--- src/core/serial_port_pkg.sv ---
// Constants shared by the host serial port: register map, field layout, timing.
// Assumes a 10 MHz core clock and a plain strobe register port.
package serial_port_pkg;

  localparam int unsigned CLK_HZ        = 10_000_000;
  localparam int unsigned BAUD_MIN      = 1200;
  localparam int unsigned BAUD_MAX      = 921_600;
  localparam int unsigned THRU_BPS      = 300_000;
  // Least spacing between payload bytes so the sustained rate stays under the limit
  localparam int unsigned THRU_GAP_CYC  = (CLK_HZ * 8 + THRU_BPS - 1) / THRU_BPS;

  localparam int unsigned ADDR_W        = 4;
  localparam logic [3:0]  REG_CTRL      = 4'h0;
  localparam logic [3:0]  REG_BAUD      = 4'h1;
  localparam logic [3:0]  REG_STAT      = 4'h2;
  localparam logic [3:0]  REG_MASK      = 4'h3;
  localparam logic [3:0]  REG_TXDATA    = 4'h4;
  localparam logic [3:0]  REG_RXDATA    = 4'h5;
  localparam logic [3:0]  REG_LINES     = 4'h6;

  // Control register fields
  localparam int unsigned CTRL_PAR_LO   = 0;
  localparam int unsigned CTRL_PAR_HI   = 1;
  localparam int unsigned CTRL_HS       = 2;
  localparam int unsigned CTRL_DSR_CMD  = 3;
  localparam int unsigned CTRL_RI_POLL  = 4;
  localparam int unsigned CTRL_DTR_GPIO = 5;
  localparam int unsigned CTRL_GPIO_V   = 6;
  localparam int unsigned CTRL_RING     = 7;
  localparam int unsigned CTRL_LIVE     = 8;
  localparam int unsigned CTRL_DTR      = 9;
  localparam int unsigned CTRL_W        = 10;

  localparam logic [1:0]  PAR_NONE      = 2'h0;
  localparam logic [1:0]  PAR_EVEN      = 2'h1;
  localparam logic [1:0]  PAR_ODD       = 2'h2;

  // Status / interrupt bits
  localparam int unsigned EV_RX         = 0;
  localparam int unsigned EV_TXDONE     = 1;
  localparam int unsigned EV_PERR       = 2;
  localparam int unsigned EV_FERR       = 3;
  localparam int unsigned EV_OVR        = 4;
  localparam int unsigned EV_DSR_DROP   = 5;
  localparam int unsigned EV_W          = 6;

  localparam int unsigned DIV_W         = 16;
  localparam logic [15:0] DIV_DEFAULT   = 16'(CLK_HZ / (16 * 9600));

  typedef enum logic [1:0] {
    DSR_KEEP,
    DSR_DROP,
    DSR_CMD
  } dsr_act_e;

endpackage

--- src/core/host_serial_port.sv ---
// Host-facing serial port with hardware flow control and modem status lines.
// Assumes the strobe register port runs on core_clk; all pins are asynchronous.
//
// Notes on behaviour
// - Serial port: transmit, receive, two handshake lines.
// - Selectable baud divisor, parity none/even/odd.
// - Power-up settings loaded from nonvolatile inputs.
// - Flow control both directions via handshakes.
// - Request output and clear input are active low.
// - Ring line signals calls; pollable by setting.
// - Data-set-ready drop: hang up or command mode.
// - Host sends into receive; device returns on transmit.
// - Sustained payload held under the throughput limit.
// - Ring output low when remote starts connection.
// - Carrier output low while connection is live.
// - Baud divisor covers the lowest rate; divisor 1 gives only 625000 baud, below the highest.
// - Terminal-ready active low, shared with general pin.
//
// Chosen here: the address map and the strobed register port.
`timescale 1ns/10ps
`default_nettype none
module host_serial_port
  import serial_port_pkg::*;
(
  input  wire logic              core_clk,
  input  wire logic              rst_n,
  input  wire logic              nv_valid,
  input  wire logic [15:0]       nv_baud_div,
  input  wire logic [1:0]        nv_parity,
  input  wire logic [ADDR_W-1:0] reg_addr,
  input  wire logic [15:0]       reg_wdata,
  input  wire logic              reg_wr,
  input  wire logic              reg_rd,
  output logic      [15:0]       reg_rdata,
  output logic                   irq,
  input  wire logic              serial_rx,
  output logic                   serial_tx,
  output logic                   rts_n,
  input  wire logic              cts_n,
  input  wire logic              dsr_n,
  input  wire logic              incoming_call_in,
  output logic                   incoming_call_out_n,
  output logic                   incoming_call_oe,
  output logic                   link_live_out_n,
  output logic                   dtr_gpio_out,
  output logic                   dtr_gpio_oe,
  output logic                   hangup_pulse,
  output logic                   cmd_mode_pulse
);

  ////////////////////////////////////////////////////////////////////////////
  // Pin synchronisers

  logic [1:0] rx_s_q, cts_s_q, dsr_s_q, ri_s_q;
  always_ff @(posedge core_clk or negedge rst_n) begin
    if (!rst_n) begin
      rx_s_q  <= 2'h3;
      cts_s_q <= 2'h3;
      dsr_s_q <= 2'h3;
      ri_s_q  <= 2'h0;
    end else begin
      rx_s_q  <= {rx_s_q[0], serial_rx};
      cts_s_q <= {cts_s_q[0], cts_n};
      dsr_s_q <= {dsr_s_q[0], dsr_n};
      ri_s_q  <= {ri_s_q[0], incoming_call_in};
    end
  end
  logic rx_i, cts_ok, dsr_on;
  assign rx_i   = rx_s_q[1];
  assign cts_ok = ~cts_s_q[1];
  assign dsr_on = ~dsr_s_q[1];

  ////////////////////////////////////////////////////////////////////////////
  // Configuration

  logic [CTRL_W-1:0] ctrl_q;
  logic [15:0]       div_q;
  logic              loaded_q;
  logic [EV_W-1:0]   mask_q;
  logic [1:0]        par_mode;
  assign par_mode = ctrl_q[CTRL_PAR_HI:CTRL_PAR_LO];

  // Defaults are caught from the store once after release, never under reset
  always_ff @(posedge core_clk or negedge rst_n) begin
    if (!rst_n) begin
      ctrl_q   <= '0;
      div_q    <= DIV_DEFAULT;
      loaded_q <= 1'b0;
    end else begin
      if (!loaded_q && nv_valid) begin
        loaded_q                         <= 1'b1;
        div_q                            <= nv_baud_div;
        ctrl_q[CTRL_PAR_HI:CTRL_PAR_LO]  <= nv_parity;
      end else if (reg_wr && reg_addr == REG_CTRL) begin
        ctrl_q <= reg_wdata[CTRL_W-1:0];
      end else if (reg_wr && reg_addr == REG_BAUD) begin
        div_q <= (reg_wdata == 16'h0) ? 16'h1 : reg_wdata;
      end
    end
  end

  always_ff @(posedge core_clk or negedge rst_n) begin
    if (!rst_n) mask_q <= '0;
    else if (reg_wr && reg_addr == REG_MASK) mask_q <= reg_wdata[EV_W-1:0];
  end

  ////////////////////////////////////////////////////////////////////////////
  // Baud tick at sixteen times the bit rate

  logic [15:0] bcnt_q;
  logic        tick;
  assign tick = (bcnt_q == 16'h0);
  // A divisor written to REG_BAUD restarts the prescaler, else a long old count would hold off the new rate
  always_ff @(posedge core_clk or negedge rst_n) begin
    if (!rst_n) bcnt_q <= '0;
    else if (reg_wr && reg_addr == REG_BAUD) bcnt_q <= '0;
    else bcnt_q <= tick ? div_q - 16'h1 : bcnt_q - 16'h1;
  end

  function automatic logic par_bit(input logic [7:0] d, input logic [1:0] m);
    par_bit = (m == PAR_ODD) ? ~^d : ^d;
  endfunction

  ////////////////////////////////////////////////////////////////////////////
  // Transmitter

  typedef enum logic [2:0] {TX_IDLE, TX_START, TX_DATA, TX_PAR, TX_STOP} tx_st_e;
  tx_st_e      tx_st_q;
  logic [7:0]  tx_hold_q, tx_sh_q;
  logic        tx_full_q, tx_done;
  logic [3:0]  tx_sub_q;
  logic [2:0]  tx_bit_q;
  logic [15:0] gap_q;
  wire         tx_take = reg_wr && reg_addr == REG_TXDATA && !tx_full_q;
  wire         sub_end = tick && tx_sub_q == 4'hf;

  always_ff @(posedge core_clk or negedge rst_n) begin
    if (!rst_n) begin
      tx_st_q <= TX_IDLE; tx_full_q <= 1'b0; tx_hold_q <= '0; tx_sh_q <= '0;
      tx_sub_q <= '0; tx_bit_q <= '0; serial_tx <= 1'b1; gap_q <= '0;
    end else begin
      if (tx_take) begin
        tx_hold_q <= reg_wdata[7:0];
        tx_full_q <= 1'b1;
      end
      if (gap_q != 16'h0) gap_q <= gap_q - 16'h1;
      if (tick && tx_st_q != TX_IDLE) tx_sub_q <= tx_sub_q + 4'h1;
      case (tx_st_q)
        TX_IDLE: if (tx_full_q && cts_ok && gap_q == 16'h0 && tick) begin
          tx_st_q   <= TX_START;
          tx_sh_q   <= tx_hold_q;
          tx_full_q <= 1'b0;
          tx_sub_q  <= 4'h0;
          serial_tx <= 1'b0;
          gap_q     <= 16'(THRU_GAP_CYC);
        end
        TX_START: if (sub_end) begin
          tx_st_q <= TX_DATA; tx_bit_q <= 3'h0; serial_tx <= tx_sh_q[0];
        end
        TX_DATA: if (sub_end) begin
          if (tx_bit_q == 3'h7) begin
            tx_st_q   <= (par_mode == PAR_NONE) ? TX_STOP : TX_PAR;
            serial_tx <= (par_mode == PAR_NONE) ? 1'b1 : par_bit(tx_sh_q, par_mode);
          end else begin
            tx_bit_q  <= tx_bit_q + 3'h1;
            serial_tx <= tx_sh_q[tx_bit_q + 3'h1];
          end
        end
        TX_PAR:  if (sub_end) begin tx_st_q <= TX_STOP; serial_tx <= 1'b1; end
        TX_STOP: if (sub_end) tx_st_q <= TX_IDLE;
        default: tx_st_q <= TX_IDLE;
      endcase
    end
  end
  assign tx_done = (tx_st_q == TX_STOP) && sub_end;

  ////////////////////////////////////////////////////////////////////////////
  // Receiver, one holding byte; request is withdrawn while it is occupied

  typedef enum logic [2:0] {RX_IDLE, RX_START, RX_DATA, RX_PAR, RX_STOP} rx_st_e;
  rx_st_e     rx_st_q;
  logic [7:0] rx_sh_q, rx_buf_q;
  logic       rx_full_q, rx_pbit_q;
  logic [3:0] rx_sub_q;
  logic [2:0] rx_bit_q;
  logic       ev_rx, ev_perr, ev_ferr, ev_ovr;
  wire        rx_pop  = reg_rd && reg_addr == REG_RXDATA;
  wire        rx_mid  = tick && rx_sub_q == 4'h7;

  always_ff @(posedge core_clk or negedge rst_n) begin
    if (!rst_n) begin
      rx_st_q <= RX_IDLE; rx_sh_q <= '0; rx_buf_q <= '0; rx_full_q <= 1'b0;
      rx_sub_q <= '0; rx_bit_q <= '0; rx_pbit_q <= 1'b0; rts_n <= 1'b1;
      ev_rx <= 1'b0; ev_perr <= 1'b0; ev_ferr <= 1'b0; ev_ovr <= 1'b0;
    end else begin
      ev_rx <= 1'b0; ev_perr <= 1'b0; ev_ferr <= 1'b0; ev_ovr <= 1'b0;
      if (rx_pop) rx_full_q <= 1'b0;
      if (tick && rx_st_q != RX_IDLE) rx_sub_q <= rx_sub_q + 4'h1;
      case (rx_st_q)
        RX_IDLE: if (tick && !rx_i) begin rx_st_q <= RX_START; rx_sub_q <= 4'h0; end
        RX_START: if (rx_mid) begin
          rx_st_q <= rx_i ? RX_IDLE : RX_DATA;                      // glitch reject
          rx_bit_q <= 3'h0; rx_sub_q <= 4'h8;
        end
        RX_DATA: if (rx_mid) begin
          rx_sh_q  <= {rx_i, rx_sh_q[7:1]};
          rx_bit_q <= rx_bit_q + 3'h1;
          if (rx_bit_q == 3'h7) rx_st_q <= (par_mode == PAR_NONE) ? RX_STOP : RX_PAR;
        end
        RX_PAR: if (rx_mid) begin rx_pbit_q <= rx_i; rx_st_q <= RX_STOP; end
        RX_STOP: if (rx_mid) begin
          rx_st_q <= RX_IDLE;
          ev_ferr <= !rx_i;
          ev_perr <= (par_mode != PAR_NONE) && (rx_pbit_q != par_bit(rx_sh_q, par_mode));
          ev_ovr  <= rx_full_q && !rx_pop;
          ev_rx   <= 1'b1;
          rx_buf_q  <= rx_sh_q;
          rx_full_q <= 1'b1;
        end
        default: rx_st_q <= RX_IDLE;
      endcase
      // Drop request whenever the holder is full and is not being read this cycle
      rts_n <= rx_full_q && !rx_pop;
    end
  end

  ////////////////////////////////////////////////////////////////////////////
  // Modem status lines

  logic     dsr_prev_q;
  dsr_act_e dsr_act;
  always_comb begin
    dsr_act = DSR_KEEP;
    if (ctrl_q[CTRL_HS] && ctrl_q[CTRL_LIVE] && dsr_prev_q && !dsr_on)
      dsr_act = ctrl_q[CTRL_DSR_CMD] ? DSR_CMD : DSR_DROP;
  end

  always_ff @(posedge core_clk or negedge rst_n) begin
    if (!rst_n) begin
      dsr_prev_q <= 1'b0; hangup_pulse <= 1'b0; cmd_mode_pulse <= 1'b0;
      incoming_call_out_n <= 1'b1; incoming_call_oe <= 1'b1; link_live_out_n <= 1'b1;
      dtr_gpio_out <= 1'b1; dtr_gpio_oe <= 1'b1;
    end else begin
      dsr_prev_q          <= dsr_on;
      hangup_pulse        <= (dsr_act == DSR_DROP);
      cmd_mode_pulse      <= (dsr_act == DSR_CMD);
      // Polled mode turns the ring pin around so incoming activity is sensed
      incoming_call_oe    <= !ctrl_q[CTRL_RI_POLL];
      incoming_call_out_n <= !ctrl_q[CTRL_RING];
      link_live_out_n     <= !(ctrl_q[CTRL_LIVE] && dsr_act != DSR_DROP);
      dtr_gpio_oe         <= 1'b1;
      dtr_gpio_out        <= ctrl_q[CTRL_DTR_GPIO] ? ctrl_q[CTRL_GPIO_V] : !ctrl_q[CTRL_DTR];
    end
  end

  ////////////////////////////////////////////////////////////////////////////
  // Status, interrupt and read port

  logic [EV_W-1:0] stat_q, ev_vec;
  assign ev_vec = {dsr_act == DSR_DROP || dsr_act == DSR_CMD, ev_ovr, ev_ferr, ev_perr, tx_done, ev_rx};
  wire stat_rd = reg_rd && reg_addr == REG_STAT;

  // New events win over the clear that a status read performs
  always_ff @(posedge core_clk or negedge rst_n) begin
    if (!rst_n) stat_q <= '0;
    else stat_q <= (stat_rd ? '0 : stat_q) | ev_vec;
  end

  always_ff @(posedge core_clk or negedge rst_n) begin
    if (!rst_n) irq <= 1'b0;
    else irq <= |(((stat_rd ? '0 : stat_q) | ev_vec) & mask_q);
  end

  always_ff @(posedge core_clk or negedge rst_n) begin
    if (!rst_n) reg_rdata <= '0;
    else if (reg_rd) begin
      case (reg_addr)
        REG_CTRL:   reg_rdata <= 16'(ctrl_q);
        REG_BAUD:   reg_rdata <= div_q;
        REG_STAT:   reg_rdata <= 16'(stat_q);
        REG_MASK:   reg_rdata <= 16'(mask_q);
        REG_TXDATA: reg_rdata <= {15'h0, tx_full_q};
        REG_RXDATA: reg_rdata <= {8'h0, rx_buf_q};
        REG_LINES:  reg_rdata <= {10'h0, ri_s_q[1], loaded_q, rx_full_q, dsr_on, cts_ok, rx_i};
        default:    reg_rdata <= 16'h0;
      endcase
    end else reg_rdata <= 16'h0;
  end
endmodule
`default_nettype wire

--- config.mk ---
export PLATFORM = sky130hd
export DESIGN_NAME = host_serial_port
export DESIGN_NICKNAME = d
export VERILOG_FILES = /design/src/core/serial_port_pkg.sv /design/src/core/host_serial_port.sv
export SDC_FILE = /design/constraint.sdc
export NUM_CORES = 1
export LEC_CHECK = 0
export CAP_MARGIN = 20
export CELL_PAD_IN_SITES_DETAIL_PLACEMENT = 2
export CELL_PAD_IN_SITES_GLOBAL_PLACEMENT = 2
export CORE_AREA = 2 2 139 141
export CTS_CLUSTER_SIZE = 10
export DETAILED_ROUTE_END_ITERATION = 12
export DIE_AREA = 0 0 141 143
export DONT_BUFFER_PORTS = 1
export HOLD_SLACK_MARGIN = 0.03
export PLACE_DENSITY_LB_ADDON = 0.08
export SYNTH_ARGS = -nofsm -noshare
export SYNTH_HDL_FRONTEND = slang
export SYNTH_SLANG_ARGS = --single-unit
--- constraint.sdc ---
create_clock -name core_clk -period 4.1 [get_ports core_clk]
set_input_delay 0.82 -clock core_clk [delete_from_list [all_inputs] [get_ports core_clk]]
set_output_delay 0.82 -clock core_clk [all_outputs]
set_load 0.03 [all_outputs]
==> results of run 1 <==
[layout make-up]
| type | instances | area share |
|---|---|---|
| clock buffers | 19 | 0.0530 |
| clock inverters | 13 | 0.0186 |
| inverters | 18 | 0.00790 |
| multi-input cells | 493 | 0.398 |
| flip-flops and latches | 164 | 0.482 |
| well taps | 234 | 0.0342 |
| repair buffers | 7 | 0.00615 |
[power breakdown]
part,internal [mW],leakage (nW),switching (mW)
registers,1.91,2.11,0.370
clock network,0.951,0.296,0.748
logic,0.383,1.40,0.460
total,3.25,3.80,1.58
[critical path: stages, from the launching register on]
cell and delay, ns:
dfrtp_1 0.42, or4_1 0.61, or4_1 0.74, nor2_8 0.32, a21oi_1 0.14, ha_1 0.24
nand2_1 0.08, nor2_1 0.06, o211ai_1 0.16, o21ai_0 0.12, and3_1 0.18
[kinds of logic (layout without fill, tap and decap cells)]
| kind of cell | count (synthesis) | after routing |
|---|---|---|
| and+or+nand+nor | 254 | 254 |
| DFF | 164 | 164 |
| AOI/OAI and AO/OA | 111 | 111 |
| muxes | 78 | 78 |
| buffers and inverters | 47 | 57 |
| xor gates and xnor gates | 40 | 40 |
| adders and majority gates | 9 | 9 |
| other | 1 | 1 |
[placed cells by master (no fill, tap or decap), types with 4 or more instances in the layout]
cell and instances:
a21o_1 7, a21oi_1 28, a221oi_1 5, a31oi_1 5, and2_1 8, and3_1 5
buf_4 7, clkbuf_16 17, dfrtp_1 150, dfstp_2 14, ha_1 9, inv_1 18
inv_6 6, mux2_2 39, mux2i_1 30, mux4_2 8, nand2_1 81, nand2b_1 6
nand3_1 13, nand4_1 4, nor2_1 55, nor2b_1 4, nor3_1 26, nor4_1 16
o211ai_1 5, o21ai_0 34, o31ai_1 4, or2_2 5, or3_1 4, or4_1 5
xnor2_1 28, xor2_1 12
[how the worst max path moves through the flow]
| stage | startpoint | to | slack [ns] |
|---|---|---|---|
| after global placement | bcnt_q[1] | tx_bit_q[0] | 1.07 |
| after floorplan | bcnt_q[13] | bcnt_q[12] | 1.17 |
| final | bcnt_q[0] | bcnt_q[12] | 0.93 |
| after global routing | bcnt_q[1] | bcnt_q[12] | 0.74 |
| after detailed placement | bcnt_q[0] | bcnt_q[12] | 0.97 |
| after CTS | bcnt_q[0] | serial_tx | 0.94 |
[state kept, by name (all words and copies together), names as in the netlist, 8 cells and up]
| register | flops |
|---|---|
| bcnt_q | 16 |
| div_q | 16 |
| gap_q | 16 |
| reg_rdata | 16 |
| ctrl_q | 10 |
| rx_buf_q | 8 |
| rx_sh_q | 8 |
| tx_hold_q | 8 |
| tx_sh_q | 8 |
[layer usage]
metal  track usage  vias up  wire length, um
met5             0        -                0
met4        0.0763        0              379
met3        0.0547       26              848
met2         0.404       91            11400
met1         0.313     2885            10100
li1              -     2495                -
==> run_summary.xml, run 1 <==
<?xml version="1.0" encoding="UTF-8"?>
<metrics>
  <group name="outcome">
    <metric name="status" unit="">completed</metric>
  </group>
  <group name="synthesis">
    <metric name="main_combinational_cell_family_by_area_after_synthesis" unit="">simple AND/OR/NAND/NOR gates</metric>
    <metric name="synth.cells.most_frequent" unit="">dfrtp_1, nand2_1, nor2_1</metric>
    <metric name="synth.most_common_cell" unit="">dfrtp_1</metric>
    <metric name="net_count_after_synthesis" unit="">760</metric>
    <metric name="dominantRegCellSynth" unit="">dfrtp_1</metric>
    <metric name="area_fraction_in_and_or_nand_and_nor_cells_after_synthesis" unit="">0.168</metric>
    <metric name="yosysWarnings" unit="">0</metric>
    <metric name="synthesis.area_per_instance" unit="sq um">11.0</metric>
    <metric name="synthDistinctLibCells" unit="">69</metric>
    <metric name="synth-xor-area-share" unit="">0.0454</metric>
    <metric name="ys_seq_area_frac" unit="">0.534</metric>
    <metric name="synth_edf_count" unit="">0</metric>
    <metric name="synth.largest_area_cell" unit="">dfrtp_1</metric>
    <metric name="post_synth_mux_area_share" unit="">0.121</metric>
    <metric name="syn-cell-area" unit="sq um">7720</metric>
    <metric name="synth-compound-area-share" unit="">0.0911</metric>
    <metric name="fraction_of_synthesized_cell_area_taken_by_the_top_area_cell_type" unit="">0.486</metric>
    <metric name="postSynth.asyncResetShare" unit="">1.00</metric>
    <metric name="synthTopCellsByArea" unit="">dfrtp_1, mux2_2, dfstp_2</metric>
    <metric name="synth-adder-area-share" unit="">0.0146</metric>
    <metric name="number_of_standard_cells_after_synthesis" unit="">704</metric>
    <metric name="postSynthRegisterBits" unit="">164</metric>
  </group>
  <group name="worst_setup_path">
    <metric name="rr_worst_depth" unit="">10</metric>
    <metric name="crit_type" unit="">reg2reg</metric>
    <metric name="critical_path_required" unit="ns">4.43</metric>
    <metric name="crit-reg2reg-launch" unit="">bcnt_q[0]</metric>
    <metric name="critical_path.endpoint_type" unit="">flip-flop</metric>
    <metric name="ff2ff_setup_slack" unit="ns">0.93</metric>
    <metric name="crit-reg2reg-capture" unit="">bcnt_q[12]</metric>
    <metric name="startpoint_type" unit="">flip-flop</metric>
    <metric name="arrival" unit="ns">3.51</metric>
    <metric name="crit_fanout" unit="">12</metric>
  </group>
  <group name="timing">
    <metric name="finalClockSkew" unit="ns">0.0141</metric>
    <metric name="slew_headroom" unit="">0.405</metric>
    <metric name="finalMaxSlewViolations" unit="">0</metric>
    <metric name="rsz0062_at_grt" unit="">no</metric>
    <metric name="fin_crit_sh" unit="">0.774</metric>
    <metric name="setup-violations-final" unit="">0</metric>
    <metric name="final_min_period" unit="ns">3.17</metric>
    <metric name="setup_ws" unit="ns">0.926</metric>
    <metric name="worst_pin_slew" unit="ns">0.888</metric>
    <metric name="fin_hold_ws" unit="ns">0.0647</metric>
    <metric name="finalHoldViolations" unit="">0</metric>
    <metric name="setup_tns" unit="ns">0</metric>
    <metric name="fmax" unit="MHz">315</metric>
  </group>
  <group name="global_route">
    <metric name="track_usage" unit="">0.241</metric>
    <metric name="largest_net_degree_at_the_start_of_global_routing" unit="">165</metric>
    <metric name="grt.overflow.total" unit="">0</metric>
    <metric name="first_global_vias" unit="">6214</metric>
    <metric name="grt_antenna_before_repair" unit="">0</metric>
    <metric name="grt_pass1_wl" unit="um">36500</metric>
  </group>
  <group name="clock_network">
    <metric name="cts.sinks" unit="">164</metric>
    <metric name="cts_tree" unit="">yes</metric>
    <metric name="holdBufCountCts" unit="">0</metric>
    <metric name="h-tree-depth" unit="">4</metric>
    <metric name="post_cts.repair.setup_buffers" unit="">0</metric>
    <metric name="cts-buffers-inserted" unit="">17</metric>
    <metric name="post_cts.resized_instances" unit="">0</metric>
    <metric name="clkLatencyLatePin" unit="ns">0.44</metric>
    <metric name="cts_root_buf" unit="">clkbuf_16</metric>
    <metric name="clock_slew_at_the_register_clock_pins_of_the_worst_setup_and_hold_paths" unit="ns">0.07</metric>
    <metric name="cts_buffer_depth" unit="">2</metric>
  </group>
  <group name="die">
    <metric name="num_rows" unit="">50</metric>
    <metric name="floorplan.core_area" unit="sq um">18600</metric>
    <metric name="floorplan.die.width" unit="um">141</metric>
    <metric name="die_h" unit="um">143</metric>
    <metric name="initial_core_util" unit="">0.415</metric>
    <metric name="pin_count" unit="">73</metric>
    <metric name="die_area" unit="sq um">20200</metric>
  </group>
  <group name="pwr">
    <metric name="vdd.ir_drop.worst" unit="uV">346</metric>
    <metric name="fin_total_pwr" unit="mW">4.83</metric>
    <metric name="pwr_density_cell" unit="nW/um^2">565</metric>
    <metric name="total_leakage_power" unit="nW">3.80</metric>
  </group>
  <group name="cells_and_area">
    <metric name="register_area" unit="sq um">4120</metric>
    <metric name="final_core_area_utilization" unit="">0.460</metric>
    <metric name="ant_diodes" unit="">0</metric>
    <metric name="final_net_count" unit="">757</metric>
    <metric name="filler_cell_count" unit="">1888</metric>
    <metric name="layout_cells_excl_fill" unit="">948</metric>
    <metric name="design_area" unit="sq um">8550</metric>
    <metric name="layout-area-overhead-vs-synth" unit="%">10.8</metric>
    <metric name="drive_above_1_share" unit="">0.165</metric>
    <metric name="multi_input_area" unit="sq um">3400</metric>
  </group>
  <group name="route">
    <metric name="drt_pre_antenna_iters" unit="">4</metric>
    <metric name="final_routed_wirelength_across_all_metal_layers" unit="um">22700</metric>
    <metric name="postRouteAntennaNets" unit="">0</metric>
    <metric name="drc" unit="">0</metric>
    <metric name="vias" unit="">5497</metric>
    <metric name="route.detailed.wl_per_inst" unit="um">24.0</metric>
    <metric name="viasPerCell" unit="">5.80</metric>
    <metric name="iteration_0_drc_count_of_the_detailed_router" unit="">222</metric>
  </group>
  <group name="place">
    <metric name="placed_cells_incl_taps" unit="">916</metric>
    <metric name="dp_worst_setup_slack" unit="ns">0.970</metric>
    <metric name="placedInstanceArea" unit="sq um">7940</metric>
    <metric name="place_congestion" unit="">0.862</metric>
    <metric name="dp_hpwl" unit="um">16000</metric>
    <metric name="port_buffers" unit="">0</metric>
  </group>
  <group name="min_path">
    <metric name="hold_path.class" unit="">in2async</metric>
  </group>
  <group name="run">
    <metric name="max_cap_viol_count" unit="">0</metric>
  </group>
</metrics>
Note: power is estimated with default switching activity, not from simulation.
==> inputs of run 2 (changes only) <==
Clock period 4.1 ns to 2.95 ns, I/O delays scaled along.
==> run_summary.xml, run 2 (synthesized netlist as in run 1, its figures left out) <==
<?xml version="1.0" encoding="UTF-8"?>
<metrics>
  <group name="outcome">
    <metric name="status" unit="">complete, but fails checks</metric>
    <metric name="failed_checks" unit="">hold timing</metric>
  </group>
  <group name="worst_setup_path">
    <metric name="startpoint_type" unit="">flip-flop</metric>
    <metric name="crit_fanout" unit="">5</metric>
    <metric name="ff2ff_setup_slack" unit="ns">0.19</metric>
    <metric name="crit_type" unit="">reg2reg</metric>
    <metric name="critical_path_required" unit="ns">3.28</metric>
    <metric name="arrival" unit="ns">3.09</metric>
    <metric name="rr_worst_depth" unit="">7</metric>
    <metric name="crit-reg2reg-launch" unit="">bcnt_q[13]</metric>
    <metric name="crit-reg2reg-capture" unit="">bcnt_q[12]</metric>
    <metric name="critical_path.endpoint_type" unit="">flip-flop</metric>
  </group>
  <group name="route">
    <metric name="postRouteAntennaNets" unit="">0</metric>
    <metric name="iteration_0_drc_count_of_the_detailed_router" unit="">301</metric>
    <metric name="final_routed_wirelength_across_all_metal_layers" unit="um">22300</metric>
    <metric name="drt_pre_antenna_iters" unit="">4</metric>
    <metric name="vias" unit="">5577</metric>
    <metric name="viasPerCell" unit="">5.80</metric>
    <metric name="route.detailed.wl_per_inst" unit="um">23.2</metric>
    <metric name="drc" unit="">0</metric>
  </group>
  <group name="timing">
    <metric name="finalClockSkew" unit="ns">0.0124</metric>
    <metric name="finalHoldViolations" unit="">150</metric>
    <metric name="slew_headroom" unit="">0.496</metric>
    <metric name="finalMaxSlewViolations" unit="">0</metric>
    <metric name="fin_crit_sh" unit="">0.936</metric>
    <metric name="fin_hold_ws" unit="ns">-0.145</metric>
    <metric name="fmax" unit="MHz">362</metric>
    <metric name="setup_tns" unit="ns">0</metric>
    <metric name="worst_pin_slew" unit="ns">0.752</metric>
    <metric name="setup-violations-final" unit="">0</metric>
    <metric name="final_min_period" unit="ns">2.76</metric>
    <metric name="setup_ws" unit="ns">0.190</metric>
    <metric name="rsz0062_at_grt" unit="">no</metric>
  </group>
  <group name="cells_and_area">
    <metric name="layout.cells.most_common" unit="">dfrtp_1</metric>
    <metric name="layout_cells_excl_fill" unit="">962</metric>
    <metric name="drive_above_1_share" unit="">0.183</metric>
    <metric name="layout-area-overhead-vs-synth" unit="%">11.6</metric>
    <metric name="most-common-layout-cells" unit="">dfrtp_1, nand2_1, nor2_1, mux2_2, o21ai_0</metric>
    <metric name="ant_diodes" unit="">0</metric>
    <metric name="design_area" unit="sq um">8610</metric>
    <metric name="final_core_area_utilization" unit="">0.464</metric>
    <metric name="final_net_count" unit="">771</metric>
  </group>
  <group name="clock_network">
    <metric name="post_cts.repair.setup_buffers" unit="">0</metric>
    <metric name="clock_slew_at_the_register_clock_pins_of_the_worst_setup_and_hold_paths" unit="ns">0.07</metric>
    <metric name="cts-buffers-inserted" unit="">17</metric>
    <metric name="cts_root_buf" unit="">clkbuf_16</metric>
    <metric name="h-tree-depth" unit="">4</metric>
    <metric name="cts.sinks" unit="">164</metric>
    <metric name="cts_buffer_depth" unit="">2</metric>
    <metric name="clkLatencyLatePin" unit="ns">0.44</metric>
    <metric name="cts_tree" unit="">yes</metric>
  </group>
  <group name="pwr">
    <metric name="pwr_density_cell" unit="nW/um^2">758</metric>
    <metric name="share_seq_of_total_power" unit="">0.485</metric>
    <metric name="fin_total_pwr" unit="mW">6.53</metric>
    <metric name="share_clk_of_total_power" unit="">0.330</metric>
    <metric name="vdd.ir_drop.worst" unit="uV">435</metric>
    <metric name="netSwitchingPower" unit="mW">2.19</metric>
    <metric name="power.combinational.fraction" unit="">0.185</metric>
    <metric name="total_leakage_power" unit="nW">3.84</metric>
    <metric name="fraction_of_power_spent_switching_nets" unit="">0.336</metric>
    <metric name="intPower" unit="mW">4.33</metric>
  </group>
  <group name="global_route">
    <metric name="grt.overflow.total" unit="">0</metric>
    <metric name="grt_pass1_wl" unit="um">36300</metric>
    <metric name="track_usage" unit="">0.237</metric>
    <metric name="largest_net_degree_at_the_start_of_global_routing" unit="">165</metric>
    <metric name="first_global_vias" unit="">6217</metric>
    <metric name="grt_antenna_before_repair" unit="">0</metric>
  </group>
  <group name="die">
    <metric name="pin_count" unit="">73</metric>
    <metric name="floorplan.core_area" unit="sq um">18600</metric>
    <metric name="num_rows" unit="">50</metric>
    <metric name="initial_core_util" unit="">0.415</metric>
    <metric name="die_h" unit="um">143</metric>
    <metric name="die_area" unit="sq um">20200</metric>
    <metric name="floorplan.die.width" unit="um">141</metric>
  </group>
  <group name="place">
    <metric name="port_buffers" unit="">0</metric>
    <metric name="place_congestion" unit="">0.805</metric>
    <metric name="dp_hpwl" unit="um">16000</metric>
    <metric name="dp_worst_setup_slack" unit="ns">0.0566</metric>
    <metric name="placed_cells_incl_taps" unit="">930</metric>
    <metric name="placedInstanceArea" unit="sq um">8040</metric>
  </group>
  <group name="run">
    <metric name="max_cap_viol_count" unit="">0</metric>
  </group>
  <group name="min_path">
    <metric name="hold_path.class" unit="">in2async</metric>
  </group>
</metrics>
run 2: layer usage:
layer  global-route usage  share of wire  vias to the layer above  wire length (um)
met2                0.408           0.50                       95             11300
met4               0.0653          0.014                        0               308
met1                0.308           0.45                     2928             10100
li1                     -              -                     2533                 -
met3               0.0466          0.030                       21               672
met5                    0              0                        -                 0
run 2: how the worst max path moves through the flow:
stage	from	end	slack, ns
3_5_place_dp	bcnt_q[13]	bcnt_q[12]	0.06
3_3_place_gp	bcnt_q[13]	bcnt_q[12]	0.17
2_1_floorplan	bcnt_q[13]	bcnt_q[12]	0.02
5_1_grt	bcnt_q[1]	bcnt_q[12]	0.01
4_1_cts	bcnt_q[13]	bcnt_q[12]	0.05
6_report	bcnt_q[13]	bcnt_q[12]	0.19
run 2: final cells by class:
type	instances	area [sq um]
Fill cell	1919	9970
Timing Repair Buffer	21	158
Tap cell	234	293
Clock inverter	15	139
Clock buffer	17	425
Inverter	18	67.6
Multi-Input combinational cell	493	3410
Sequential cell	164	4120
run 2: repair_timing:
action / CTS / global route
endpoints found under the setup margin: 0 / 3
gates resized for setup: 0 / 1
endpoints found under the hold margin: 164 / 151
run 2: critical path, stage by stage, from the launching register on:
cell      delay (ns)
dfrtp_1         0.40
or4_4           0.54
or4_4           0.59
buf_4           0.19
nor3_1          0.18
o211ai_1        0.17
or3_1           0.40
and3_1          0.18
run 2: power groups by stage:
| stage | Combinational [mW] | Sequential (mW) | Clock (mW) |
|---|---|---|---|
| 2_1_floorplan | 0.917 | 3.02 | 0 |
| 3_3_place_gp | 1.14 | 3.17 | 0 |
| 3_5_place_dp | 1.20 | 3.19 | 0 |
| 4_1_cts | 1.22 | 3.16 | 2.22 |
| 5_1_grt | 1.37 | 3.22 | 2.30 |
| 6_report | 1.21 | 3.16 | 2.15 |
==> inputs of run 3 (changes only) <==
Settings changed: MAX_ROUTING_LAYER from default to met4.
==> run_summary.xml, run 3 (synthesized netlist as in run 1, its figures left out) <==
<?xml version="1.0" encoding="UTF-8"?>
<metrics>
  <group name="die">
    <metric name="floorplan.die.width" unit="um">141</metric>
    <metric name="initial_core_util" unit="">0.415</metric>
    <metric name="die_area" unit="sq um">20200</metric>
    <metric name="floorplan.core_area" unit="sq um">18600</metric>
    <metric name="pin_count" unit="">73</metric>
    <metric name="num_rows" unit="">50</metric>
    <metric name="die_h" unit="um">143</metric>
  </group>
  <group name="run">
    <metric name="max_cap_viol_count" unit="">0</metric>
  </group>
  <group name="pwr">
    <metric name="intPower" unit="mW">4.33</metric>
    <metric name="netSwitchingPower" unit="mW">2.20</metric>
    <metric name="share_clk_of_total_power" unit="">0.331</metric>
    <metric name="power.combinational.fraction" unit="">0.185</metric>
    <metric name="total_leakage_power" unit="nW">3.84</metric>
    <metric name="pwr_density_cell" unit="nW/um^2">758</metric>
    <metric name="fraction_of_power_spent_switching_nets" unit="">0.336</metric>
    <metric name="share_seq_of_total_power" unit="">0.485</metric>
    <metric name="vdd.ir_drop.worst" unit="uV">437</metric>
  </group>
  <group name="worst_setup_path">
    <metric name="arrival" unit="ns">3.11</metric>
    <metric name="critical_path.endpoint" unit="">bcnt_q[12]</metric>
    <metric name="worst-path-stages" unit="">7</metric>
    <metric name="critical_path.endpoint_type" unit="">flip-flop</metric>
    <metric name="timing.critical_path.slowest_cell_delay" unit="ns">0.58</metric>
    <metric name="cell_repeated_most_along_the_worst_path" unit="">or4_4</metric>
    <metric name="worst_setup_path_startpoint" unit="">bcnt_q[13]</metric>
    <metric name="path_delay_family" unit="">simple AND/OR/NAND/NOR gates</metric>
    <metric name="critical_path_required" unit="ns">3.28</metric>
    <metric name="crit_fanout" unit="">5</metric>
    <metric name="crit_slowest_cell" unit="">or4_4</metric>
    <metric name="ff2ff_setup_slack" unit="ns">0.17</metric>
    <metric name="crit_type" unit="">reg2reg</metric>
    <metric name="crit-reg2reg-launch" unit="">bcnt_q[13]</metric>
    <metric name="critPathBufInv" unit="">1</metric>
    <metric name="worstPathCellList" unit="">or4_4, or4_4, buf_4, nor3_1, o211ai_1, or3_1, and3_1</metric>
    <metric name="startpoint_type" unit="">flip-flop</metric>
    <metric name="rr_worst_depth" unit="">7</metric>
    <metric name="crit-reg2reg-capture" unit="">bcnt_q[12]</metric>
  </group>
  <group name="timing">
    <metric name="finalHoldViolations" unit="">150</metric>
    <metric name="finalMaxSlewViolations" unit="">0</metric>
    <metric name="setup_tns" unit="ns">0</metric>
    <metric name="slew_headroom" unit="">0.486</metric>
    <metric name="setup_ws" unit="ns">0.171</metric>
    <metric name="setup-violations-final" unit="">0</metric>
    <metric name="worst_pin_slew" unit="ns">0.751</metric>
    <metric name="final_min_period" unit="ns">2.78</metric>
    <metric name="finalClockSkew" unit="ns">0.0107</metric>
    <metric name="fin_crit_sh" unit="">0.942</metric>
    <metric name="fin_hold_ws" unit="ns">-0.148</metric>
    <metric name="rsz0062_at_grt" unit="">no</metric>
    <metric name="fmax" unit="MHz">360</metric>
  </group>
  <group name="place">
    <metric name="placed_cells_incl_taps" unit="">930</metric>
    <metric name="place_congestion" unit="">0.816</metric>
    <metric name="dp_hpwl" unit="um">16000</metric>
    <metric name="dp_worst_setup_slack" unit="ns">0.0566</metric>
    <metric name="port_buffers" unit="">0</metric>
  </group>
  <group name="clock_network">
    <metric name="cts_buffer_depth" unit="">2</metric>
    <metric name="cts_root_buf" unit="">clkbuf_16</metric>
    <metric name="cts-buffers-inserted" unit="">17</metric>
    <metric name="clock_slew_at_the_register_clock_pins_of_the_worst_setup_and_hold_paths" unit="ns">0.07</metric>
    <metric name="clkLatencyLatePin" unit="ns">0.44</metric>
    <metric name="cts_tree" unit="">yes</metric>
    <metric name="post_cts.repair.setup_buffers" unit="">0</metric>
    <metric name="h-tree-depth" unit="">4</metric>
    <metric name="cts.sinks" unit="">164</metric>
  </group>
  <group name="global_route">
    <metric name="track_usage" unit="">0.244</metric>
    <metric name="first_global_vias" unit="">6232</metric>
    <metric name="grt.overflow.total" unit="">0</metric>
    <metric name="largest_net_degree_at_the_start_of_global_routing" unit="">165</metric>
    <metric name="grt_pass1_wl" unit="um">36300</metric>
    <metric name="grt_antenna_before_repair" unit="">0</metric>
  </group>
  <group name="route">
    <metric name="route.detailed.wl_per_inst" unit="um">23.3</metric>
    <metric name="final_routed_wirelength_across_all_metal_layers" unit="um">22400</metric>
    <metric name="iteration_0_drc_count_of_the_detailed_router" unit="">228</metric>
    <metric name="drt_pre_antenna_iters" unit="">5</metric>
    <metric name="viasPerCell" unit="">5.80</metric>
    <metric name="postRouteAntennaNets" unit="">0</metric>
    <metric name="vias" unit="">5582</metric>
    <metric name="drc" unit="">0</metric>
  </group>
  <group name="cells_and_area">
    <metric name="filler_cell_count" unit="">1919</metric>
    <metric name="final_net_count" unit="">771</metric>
    <metric name="layout.cells.most_common" unit="">dfrtp_1</metric>
    <metric name="most-common-layout-cells" unit="">dfrtp_1, nand2_1, nor2_1, mux2_2, o21ai_0</metric>
    <metric name="layout_cells_excl_fill" unit="">962</metric>
    <metric name="drive_above_1_share" unit="">0.183</metric>
    <metric name="ant_diodes" unit="">0</metric>
    <metric name="layout-area-overhead-vs-synth" unit="%">11.6</metric>
  </group>
  <group name="outcome">
    <metric name="failed_checks" unit="">hold timing</metric>
    <metric name="status" unit="">complete, but fails checks</metric>
  </group>
  <group name="min_path">
    <metric name="hold_path.class" unit="">in2async</metric>
  </group>
</metrics>
run 3: power groups by stage:
stage | Clock [mW] | Combinational, mW | Sequential (mW)
6_report | 2.16 | 1.21 | 3.16
2_1_floorplan | 0 | 0.917 | 3.02
5_1_grt | 2.29 | 1.37 | 3.22
3_5_place_dp | 0 | 1.20 | 3.19
3_3_place_gp | 0 | 1.14 | 3.17
4_1_cts | 2.22 | 1.22 | 3.16
run 3: timing repair:
action	in CTS	in global routing
resized for setup	0	1
setup endpoints to repair	0	3
hold endpoints to repair	164	155
run 3: metrics by stage:
stage,area [sq um],hold WS [ns],power [mW],util
final,8610,-0.148,6.53,0.464
after detailed placement,8040,0.299,4.39,0.433
after floorplan,7720,0.294,3.94,-
after CTS,8610,-0.175,6.60,0.463
after global routing,8610,-0.170,6.89,0.464
after global placement,8040,0.299,4.30,0.433
run 3: how the worst min path moves through the flow:
stage          startpoint     endpoint  slack (ns)  depth (start not counted)
6_report            rst_n   tx_sh_q[0]       -0.15                          0
5_1_grt             rst_n   bcnt_q[12]       -0.17                          0
4_1_cts             rst_n   bcnt_q[11]       -0.17                          0
3_5_place_dp        rst_n  tx_bit_q[1]        0.30                          0
3_3_place_gp        rst_n  tx_bit_q[1]        0.30                          0
2_1_floorplan       rst_n    bcnt_q[0]        0.29                          0
run 3: cell type report:
class	instances	area, sq um	share of cell area
clock buffer	17	425	0.0494
clock inverter	15	139	0.0161
inverter	18	67.6	0.00785
multi-input combinational	493	3410	0.396
sequential	164	4120	0.479
tap	234	293	0.0340
timing repair buffer	21	158	0.0183
run 3: worst reg2reg max path: cells and delay by family, from the launching register on:
kind | cells | cell delay [ns]
AO/OA/AOI/OAI | 1 | 0.18
AND/OR/NAND/NOR | 5 | 1.91
flip-flops | 1 | 0.41
buffers and inverters | 1 | 0.19
run 3: per-layer routing:
layer  track usage  vias to the layer above  part of all wire
li1              -                     2526                 -
met2         0.408                       91              0.50
met5             -                        -                 0
met3        0.0446                       29             0.027
met1         0.309                     2936              0.45
met4        0.0653                        0             0.015
